## config.mk

```make
export PLATFORM = sky130hd
export DESIGN_NAME = tap_controller
export DESIGN_NICKNAME = d
export VERILOG_FILES = /design/src/verilog/tap_controller.v
export VERILOG_INCLUDE_DIRS = /design/src /design/src/verilog
export SDC_FILE = /design/constraint.sdc
export NUM_CORES = 1
export LEC_CHECK = 0
export BUFFER_PORTS_ARGS = -buffer_cell sky130_fd_sc_hd__clkbuf_2
export CORE_MARGIN = 2
export CORE_UTILIZATION = 49
export CTS_CLUSTER_SIZE = 12
export DETAILED_ROUTE_END_ITERATION = 12
export PLACE_DENSITY = 0.8
export SYNTH_ARGS = -nofsm -noshare
export SYNTH_HDL_FRONTEND = slang
export SYNTH_SLANG_ARGS = --single-unit
```

## constraint.sdc

```tcl
create_clock -name sys_clk -period 2.8 [get_ports sys_clk]
set_input_delay 0.14 -clock sys_clk [delete_from_list [all_inputs] [get_ports sys_clk]]
set_output_delay 0.14 -clock sys_clk [all_outputs]
set_load 0.01 [all_outputs]
```

## src/verilog/tap_defs.vh

```
// test access port constants: states, instruction codes, register sizes
// assumes the including module runs on one system clock and samples the test pins itself
//
// Notes on behaviour
// - all port activity follows test clock; state moves on mode-select at rising edge
// - only four port pins; no separate asynchronous test reset input exists
// - enable fuse clear: pins are plain general-purpose pins, controller held reset
// - fuse set and disable bit clear: pins pulled high, scan and programming enabled
// - controller is a sixteen-state machine steering scan, programming and debug logic
// - after power-on reset the controller sits in test-logic-reset
// - every scan register shifts least significant bit in and out first
// - four-bit instruction; low three bits with select low, top bit on exit edge
// - during instruction shift the captured value 0x01 goes out on data out
// - select 1,1,0 returns to idle; instruction latched during instruction update
// - current instruction picks the data register between data in and data out
// - data enters on rising clock; top bit enters as select rises to exit
// - during data shift the values captured in data capture go out
// - registers with latched outputs change only in data update
// - exit, pause and second-exit states do nothing but navigate
// - idle need not be visited; some instructions work during idle
// - five clocks with select high reach test-logic-reset from any state
// - data registers: identity, bypass, boundary, programming, internal and break chains
`ifndef TAP_DEFS_VH
`define TAP_DEFS_VH
// controller states
`define ST_RESET      4'h0
`define ST_IDLE       4'h1
`define ST_SEL_DR     4'h2
`define ST_CAP_DR     4'h3
`define ST_SHIFT_DR   4'h4
`define ST_EXIT1_DR   4'h5
`define ST_PAUSE_DR   4'h6
`define ST_EXIT2_DR   4'h7
`define ST_UPD_DR     4'h8
`define ST_SEL_IR     4'h9
`define ST_CAP_IR     4'hA
`define ST_SHIFT_IR   4'hB
`define ST_EXIT1_IR   4'hC
`define ST_PAUSE_IR   4'hD
`define ST_EXIT2_IR   4'hE
`define ST_UPD_IR     4'hF
// instruction codes
`define IR_WIDTH      4
`define IR_CAPTURE    4'h1
`define IR_EXTEST     4'h0
`define IR_IDCODE     4'h1
`define IR_SAMPLE     4'h2
`define IR_PROG       4'h4
`define IR_RESET_INS  4'hC
`define IR_BYPASS     4'hF
`define IR_DBG_LO     4'h8
`define IR_DBG_HI     4'hB
`define ID_WIDTH      32
`endif

```

## src/verilog/tap_controller.v

```verilog
// test access port controller with instruction register and data register mux
// assumes test pins arrive asynchronous to sys_clk, test clock well below sys_clk/4
`timescale 1ns/1ps
`include "tap_defs.vh"

module tap_controller #(
   parameter                 BSR_LEN  = 16,
   parameter                 PROG_LEN = 16,
   parameter                 CHN_LEN  = 16,
   parameter [`ID_WIDTH-1:0] ID_VALUE = 32'h00000001 // arbitrary identity value
) (
   // system
   input  wire                sys_clk,
   input  wire                rst,
   // enable controls
   input  wire                test_port_enable_fuse,
   input  wire                test_port_disable_bit,
   // test pins
   input  wire                tck,
   input  wire                tms,
   input  wire                tdi,
   output reg                 tdo_o,
   output reg                 tdo_oe,
   output wire                pin_pullup_en,
   output wire                port_enabled,
   // parallel side of data registers
   input  wire [BSR_LEN-1:0]  bsr_capture,
   output reg  [BSR_LEN-1:0]  bsr_update_r,
   input  wire [PROG_LEN-1:0] prog_capture,
   output reg  [PROG_LEN-1:0] prog_update_r,
   input  wire [CHN_LEN-1:0]  dbg_capture,
   output reg  [CHN_LEN-1:0]  dbg_update_r,
   // controller status
   output reg  [3:0]          ir_r,
   output reg  [3:0]          state_r,
   output wire                in_idle,
   output wire                sys_reset_req
);

   localparam SR_W = (BSR_LEN > `ID_WIDTH) ? BSR_LEN : `ID_WIDTH;

   // two-stage synchronisers for the test pins
   reg  [2:0] s1_r;
   reg  [2:0] s2_r;
   reg        tck_d_r;
   reg [3:0]  state_nxt;
   reg [3:0]  ir_sh_r;
   reg [SR_W-1:0] dr_sh_r;
   wire [1:0] dsel;

   wire tck_s = s2_r[2];
   wire tms_s = s2_r[1];
   wire tdi_s = s2_r[0];
   wire rise  = tck_s & ~tck_d_r;
   wire fall  = ~tck_s & tck_d_r;

   assign port_enabled  = test_port_enable_fuse & ~test_port_disable_bit;
   assign pin_pullup_en = port_enabled;
   assign in_idle       = (state_r == `ST_IDLE);
   assign sys_reset_req = (ir_r == `IR_RESET_INS);

   always @(posedge sys_clk) begin
      if (rst) begin
         s1_r    <= 3'h0;
         s2_r    <= 3'h0;
         tck_d_r <= 1'b0;
      end else begin
         s1_r    <= {tck, tms, tdi};
         s2_r    <= s1_r;
         tck_d_r <= tck_s;
      end
   end

   // data register select per instruction: 1 boundary, 2 programming, 3 debug chain, 0 identity or bypass; bypass is one bit
   function [1:0] dr_sel;
      input [3:0] ins;
      begin
         if (ins == `IR_EXTEST || ins == `IR_SAMPLE)
            dr_sel = 2'h1;
         else if (ins == `IR_PROG)
            dr_sel = 2'h2;
         else if (ins >= `IR_DBG_LO && ins <= `IR_DBG_HI)
            dr_sel = 2'h3;
         else
            dr_sel = 2'h0;
      end
   endfunction

   // register select decoded once from the current instruction
   assign dsel = dr_sel(ir_r);

   // next state; sixteen states, moves on select at each rising test clock
   always @* begin
      case (state_r)
         `ST_RESET:    state_nxt = tms_s ? `ST_RESET   : `ST_IDLE;
         `ST_IDLE:     state_nxt = tms_s ? `ST_SEL_DR  : `ST_IDLE;
         `ST_SEL_DR:   state_nxt = tms_s ? `ST_SEL_IR  : `ST_CAP_DR;
         `ST_CAP_DR:   state_nxt = tms_s ? `ST_EXIT1_DR : `ST_SHIFT_DR;
         `ST_SHIFT_DR: state_nxt = tms_s ? `ST_EXIT1_DR : `ST_SHIFT_DR;
         `ST_EXIT1_DR: state_nxt = tms_s ? `ST_UPD_DR  : `ST_PAUSE_DR;
         `ST_PAUSE_DR: state_nxt = tms_s ? `ST_EXIT2_DR : `ST_PAUSE_DR;
         `ST_EXIT2_DR: state_nxt = tms_s ? `ST_UPD_DR  : `ST_SHIFT_DR;
         `ST_UPD_DR:   state_nxt = tms_s ? `ST_SEL_DR  : `ST_IDLE;
         `ST_SEL_IR:   state_nxt = tms_s ? `ST_RESET   : `ST_CAP_IR;
         `ST_CAP_IR:   state_nxt = tms_s ? `ST_EXIT1_IR : `ST_SHIFT_IR;
         `ST_SHIFT_IR: state_nxt = tms_s ? `ST_EXIT1_IR : `ST_SHIFT_IR;
         `ST_EXIT1_IR: state_nxt = tms_s ? `ST_UPD_IR  : `ST_PAUSE_IR;
         `ST_PAUSE_IR: state_nxt = tms_s ? `ST_EXIT2_IR : `ST_PAUSE_IR;
         `ST_EXIT2_IR: state_nxt = tms_s ? `ST_UPD_IR  : `ST_SHIFT_IR;
         `ST_UPD_IR:   state_nxt = tms_s ? `ST_SEL_DR  : `ST_IDLE;
         default:      state_nxt = `ST_RESET;
      endcase
   end

   // state register; no test reset pin, so only rst, the fuse and the disable bit force reset
   always @(posedge sys_clk) begin
      if (rst || !port_enabled)
         state_r <= `ST_RESET;
      else if (rise)
         state_r <= state_nxt;
   end

   // instruction shift and latch; capture loads 0x01, lsb shifts first
   always @(posedge sys_clk) begin
      if (rst || !port_enabled) begin
         ir_sh_r <= `IR_CAPTURE;
         ir_r    <= `IR_IDCODE;
      end else if (rise) begin
         // identity instruction loads on the edge that enters reset, not one later
         if (state_nxt == `ST_RESET)
            ir_r <= `IR_IDCODE;
         case (state_r)
            `ST_CAP_IR:   ir_sh_r <= `IR_CAPTURE;
            `ST_SHIFT_IR: ir_sh_r <= {tdi_s, ir_sh_r[3:1]};
            `ST_UPD_IR:   ir_r    <= ir_sh_r;
            default:      ir_sh_r <= ir_sh_r;
         endcase
      end
   end

   // data path: capture, shift and update of the selected register
   always @(posedge sys_clk) begin
      if (rst || !port_enabled) begin
         dr_sh_r       <= {SR_W{1'b0}};
         bsr_update_r  <= {BSR_LEN{1'b0}};
         prog_update_r <= {PROG_LEN{1'b0}};
         dbg_update_r  <= {CHN_LEN{1'b0}};
      end else if (rise) begin
         case (state_r)
            `ST_CAP_DR: begin
               // clear first, then load the low part; avoids zero-width padding
               dr_sh_r <= {SR_W{1'b0}};
               case (dsel)
                  2'h1:    dr_sh_r[BSR_LEN-1:0]  <= bsr_capture;
                  2'h2:    dr_sh_r[PROG_LEN-1:0] <= prog_capture;
                  2'h3:    dr_sh_r[CHN_LEN-1:0]  <= dbg_capture;
                  default: begin
                     if (ir_r == `IR_IDCODE)
                        dr_sh_r[`ID_WIDTH-1:0] <= ID_VALUE;
                  end
               endcase
            end
            `ST_SHIFT_DR: begin
               case (dsel)
                  2'h1:    dr_sh_r[BSR_LEN-1:0]  <= {tdi_s, dr_sh_r[BSR_LEN-1:1]};
                  2'h2:    dr_sh_r[PROG_LEN-1:0] <= {tdi_s, dr_sh_r[PROG_LEN-1:1]};
                  2'h3:    dr_sh_r[CHN_LEN-1:0]  <= {tdi_s, dr_sh_r[CHN_LEN-1:1]};
                  default: begin
                     if (ir_r == `IR_IDCODE)
                        dr_sh_r[`ID_WIDTH-1:0] <= {tdi_s, dr_sh_r[`ID_WIDTH-1:1]};
                     else
                        dr_sh_r[0] <= tdi_s; // bypass
                  end
               endcase
            end
            `ST_UPD_DR: begin
               case (dsel)
                  2'h1:    bsr_update_r  <= dr_sh_r[BSR_LEN-1:0];
                  2'h2:    prog_update_r <= dr_sh_r[PROG_LEN-1:0];
                  2'h3:    dbg_update_r  <= dr_sh_r[CHN_LEN-1:0];
                  default: dbg_update_r  <= dbg_update_r;
               endcase
            end
            default: dr_sh_r <= dr_sh_r;
         endcase
      end
   end

   // serial out changes on falling test clock, enabled from a falling edge in a shift state to the next falling edge
   always @(posedge sys_clk) begin
      if (rst || !port_enabled) begin
         tdo_o  <= 1'b0;
         tdo_oe <= 1'b0;
      end else if (fall) begin
         tdo_oe <= (state_r == `ST_SHIFT_IR) || (state_r == `ST_SHIFT_DR);
         tdo_o  <= (state_r == `ST_SHIFT_IR) ? ir_sh_r[0] : dr_sh_r[0];
      end
   end

endmodule // tap_controller

```

---- Word-level counts from Yosys, hierarchy flattened ----
Cells that the tools add are included.
word-level totals
  logic and storage cells ................. 98
  output and inout port bits .............. 62
  bits in registers ....................... 101
  bits of input ports ..................... 55
cells by class
  bitwise logic cells ..................... 6
  multiplexer cells ....................... 28
  $lt $le $gt $ge ......................... 2
  reductions and logical operators ........ 23
  equality and inequality tests ........... 25
operators by type and width
  kind                                                      count
  case mux 32 bit (2 select lines)                          1
  two-way mux 16 bit                                        3
  case mux 16 bit (3 select lines)                          1
  case mux 4 bit (12 select lines)                          1
  equality test 4 bit, second input constant                9
  two-way mux 31 bit                                        1
  two-way mux 4 bit                                         6
  equality test 4 x 3 -> 1 bit, second input constant       5
  equality test 4 x 2 -> 1 bit, second input constant       3
  logical NOT 4 bit                                         3
  two-way mux 2 bit                                         6
  AND reduction 3 bit                                       4
  equality test 4 x 1 -> 1 bit, second input constant       2
  case mux 4 bit (2 select lines)                           1
  two-way mux 1 bit                                         6
  two-way mux 3 bit                                         2
  AND reduction 2 bit                                       3
  nonzero test 2 bit                                        3
  OR reduction 3 bit                                        2
  equality test 2 bit, second input constant                2
  greater-or-equal comparator 4 bit, second input constant  1
  less-or-equal comparator 4 bit, second input constant     1
  != test 2 bit, second input constant                      2
  AND reduction 4 bit                                       1
  8 further kinds                                           15

---- Depth between registers and ports, before layout ----
  depth after elaboration ................. 9
  gate-level depth with buffers ........... 8
  depth with buffers taken out ............ 5

---- Worst setup path after synthesis ----
Ideal clock, no wire load.
  kind .................................... register -> register
  from .................................... register state_r[3]
  to ...................................... register bsr_update_r[0]
  arrival time ............................ 1.609 ns
  cell stages (with the launch flop) ...... 9
  library setup time ...................... 0.134 ns
  period minus slack after synthesis ...... 1.743 ns
  required time ........................... 2.666 ns
  path buffers ............................ 3
  path slack .............................. 1.057 ns
  path through ............................ dfxtp_1 > buf_4 > and2b_1 > nand3_1 > or4_1 > clkbuf_2 > buf_4 > nand2_1 > a21oi_1
on the way
  longest elaborated chain between the ends .. 2
RTL lines
  item                                  line                  RTL
  from (decl)                           tap_controller.v:35   output reg [3:0] state_r,
  from (signal assigned)                tap_controller.v:118  state_r <= `ST_RESET;
  from (signal assigned)                tap_controller.v:120  state_r <= state_nxt;
  equality test 4 bit                   tap_controller.v:149  case (state_r)
  AND reduction 3 bit (no source line)  n/a
  to (signal assigned)                  tap_controller.v:145  bsr_update_r <= {BSR_LEN{1'b0}};
  to (signal assigned)                  tap_controller.v:178  2'h1: bsr_update_r <= dr_sh_r[BSR_LEN-1:0];
  to (decl)                             tap_controller.v:28   output reg [BSR_LEN-1:0] bsr_update_r,
No other way between the ends.
A chain may end at the register's enable or synchronous reset.

---- Worst setup path after layout ----
  from .................................... register state_r[3]
  to ...................................... register bsr_update_r[15]
Same word-level chain as after synthesis.

==> metrics.csv <==
metric,value,unit
async_flop_share,0,%
period_minus_slack,2.261,ns
synth_area,4422,um2
hold_path_class,input port to flop,
critPathKind,flop to flop,
path_cells,and2b_1 -> nand3_1 -> or4_1 -> nand2_1 -> a21oi_1,
cts_root_buffer,clkbuf_8,
tns,0,ns
htreeDepth,3,
finalHoldWorstSlack,0.02422,ns
antenna_found_initial,0,
cts_resized,0,
syn_area_per_cell,8.536,um2
layout-drive-gt1-share,25.28,%
synth.top_cell.area_share,45.73,%
vias,4086,
drc_errors,0,
grt_setup_unrepaired,no,
grt_pass1_wl,18.15,mm
critPathLaunchType,flop,
max_freq,442.2,MHz
nFillCells,763,
cpPeakStageDelay,0.77,ns
grt_pass1_vias,3737,
period_share,80.76,%
die_area,9800,um2
antenna_left,0,
synth_edf_count,0,
die_h,99.00,um
via_per_inst,5.636,
worst_pin_slew,1.031,ns
die_x,99.00,um
seq_area_frac_synth,45.73,%
cp_max_fo,18,
rows,34,
p_per_area,483.1,nW/um2
synthFlopType,dfxtp_1,
max-cap-violations,0,
ys_top_cells_by_area,"dfxtp_1 (46%), a21oi_1 (9.8%), mux2i_1 (7.2%)",
fin_util,59.71,%
max-slew-margin-rel,30.87,%
port_buffers,116,
dr.pass1.iters,5,
syn_inst,518,
postRouteWirelength,11.38,mm
skew,0.01925,ns
grt.overflow.total,0,
syn-num-nets,573,
place_congestion,0.8258,
crit_arrival,2.49,ns
ctsLongestPathBuffers,2,
cp-end-kind,flop,
leakage,2.139,nW
initial_core_util,50.70,%
drv_slew,0,
post_cts_buffers,0,
crit_required,3.03,ns
cts.clk_slew.worst_paths,0.10,ns
ios,117,
synth_area_leader_cell,dfxtp_1,
grt_usage,22.74,%
total_power,2.516,mW
areaGrowthSynthToFinish,17.77,%
outcome,"finished, final reports clean",
wl_per_cell,15.70,um
core_area,8721,um2
hold_viol_final,0,
fin_nets,667,
n_antenna_cell,0,
ys_types,56,
grt_max_degree,72,
setup_viol,0,
ctsHoldBuffers,3,
cp_slowest_cell,or4_1,
clock_latency,0.38,ns
drtIter0Drc,194,
synth-seq-cells,101,
numCtsBuffers,9,
tritoncts,done,
irDropWorstVdd,0.0003569,V
clock_sinks,101,
yosysWarnings,0,
dp_hpwl,7.763,mm
## state kept, by name (all words and copies together) (netlist names)
| register | cells |
|---|---|
| dr_sh_r | 32 |
| ir_sh_r | 4 |
| prog_update_r | 16 |
| s1_r | 3 |
| state_r | 4 |
| s2_r | 3 |
| dbg_update_r | 16 |
| bsr_update_r | 16 |
| tdo_oe | 1 |
| ir_r | 4 |
| tck_d_r | 1 |
| tdo_o | 1 |
## final cells by class
class / instances / area [um2] / share of cell area, %
Multi-Input combinational cell: 370 / 2158 / 41.45
Sequential cell: 101 / 2022 / 38.83
Timing Repair Buffer: 126 / 663.1 / 12.73
Tap cell: 108 / 135.1 / 2.595
Clock buffer: 9 / 123.9 / 2.379
Clock inverter: 7 / 90.09 / 1.730
Inverter: 4 / 15.01 / 0.2883
## metal layers
metal	track usage, %	vias to the layer above	share of wire [%]
met5	0	-	0
met4	7.165	0	2.3
met3	5.674	21	6.7
met2	37.68	161	49
met1	29.25	1896	42
li1	-	2008	-
## metrics by stage
step	instance area, um2	instances	setup WS, ns
3_3_place_gp	4964	706	0.6396
6_report	5207	725	0.5388
3_5_place_dp	4964	706	0.5603
2_1_floorplan	4422	518	1.057
4_1_cts	5207	725	0.5500
5_1_grt	5207	725	0.3401
## cell usage after synthesis (all sizes together) (3+ instances only)
cell,count
inv,4
dfxtp,101
a22oi,18
clkbuf,19
nor3b,3
nor2,45
a21oi,89
a32o,5
buf,24
nor2b,12
o21ai,27
nand2b,5
nand2,74
mux2i,32
a31oi,4
nand3,23
## kinds of logic (layout without fill, tap and decap cells)
family	after synthesis	in the layout	share of synthesized area (%)
DFF	101	101	45.73
and+or+nand+nor	179	179	19.92
xor gates and xnor gates	1	1	0.1981
AOI/OAI and AO/OA	157	157	21.05
buffers and inverters	47	146	5.602
muxes	33	33	7.499
## critical path: cells and delay by family, from the launching register on
family	cells	cell delay (ns)
AOI/OAI and AO/OA	1	0.08
DFF	1	0.68
and+or+nand+nor	4	1.35
## power by group
group / total [mW] / switching [mW] / leakage, nW / internal (mW)
Combinational: 0.0827 / 0.0416 / 1.22 / 0.0411
Clock: 0.987 / 0.552 / 0.106 / 0.435
Sequential: 1.45 / 0.00596 / 0.815 / 1.44
## final timing paths
check,start,end,slack [ns],cells past startpoint
worst max register to register,state_r[3]$_SDFFE_PP0P_,bsr_update_r[15]$_SDFFE_PP0P_,0.54,5
worst min-delay path,rst,s1_r[2]$_SDFF_PP0_,0.02,2
worst min register to register,s1_r[1]$_SDFF_PP0_,s2_r[1]$_SDFF_PP0_,0.45,1
worst max-delay path,state_r[3]$_SDFFE_PP0P_,bsr_update_r[15]$_SDFFE_PP0P_,0.54,5
## cells in the final DEF, fill, tap and decap left out, types with 2 or more instances in the layout
cell type and n:
inv_8 2, o221ai_1 2, mux2i_1 32, nor2b_1 12, a21oi_2 2, nor2_1 45, and2b_1 2, dfxtp_1 101
inv_1 4, nand3_2 2, a32o_1 5, a31oi_1 4, a22oi_1 18, a21oi_1 86, o21ai_0 26, buf_4 7
clkbuf_2 116, clkbuf_8 9, nand2b_1 4, and3_1 2, nand2_1 72, dlygate4sd3_1 3, nor3b_1 3, nand3_1 21
Note: power is estimated with default switching activity, not from simulation.
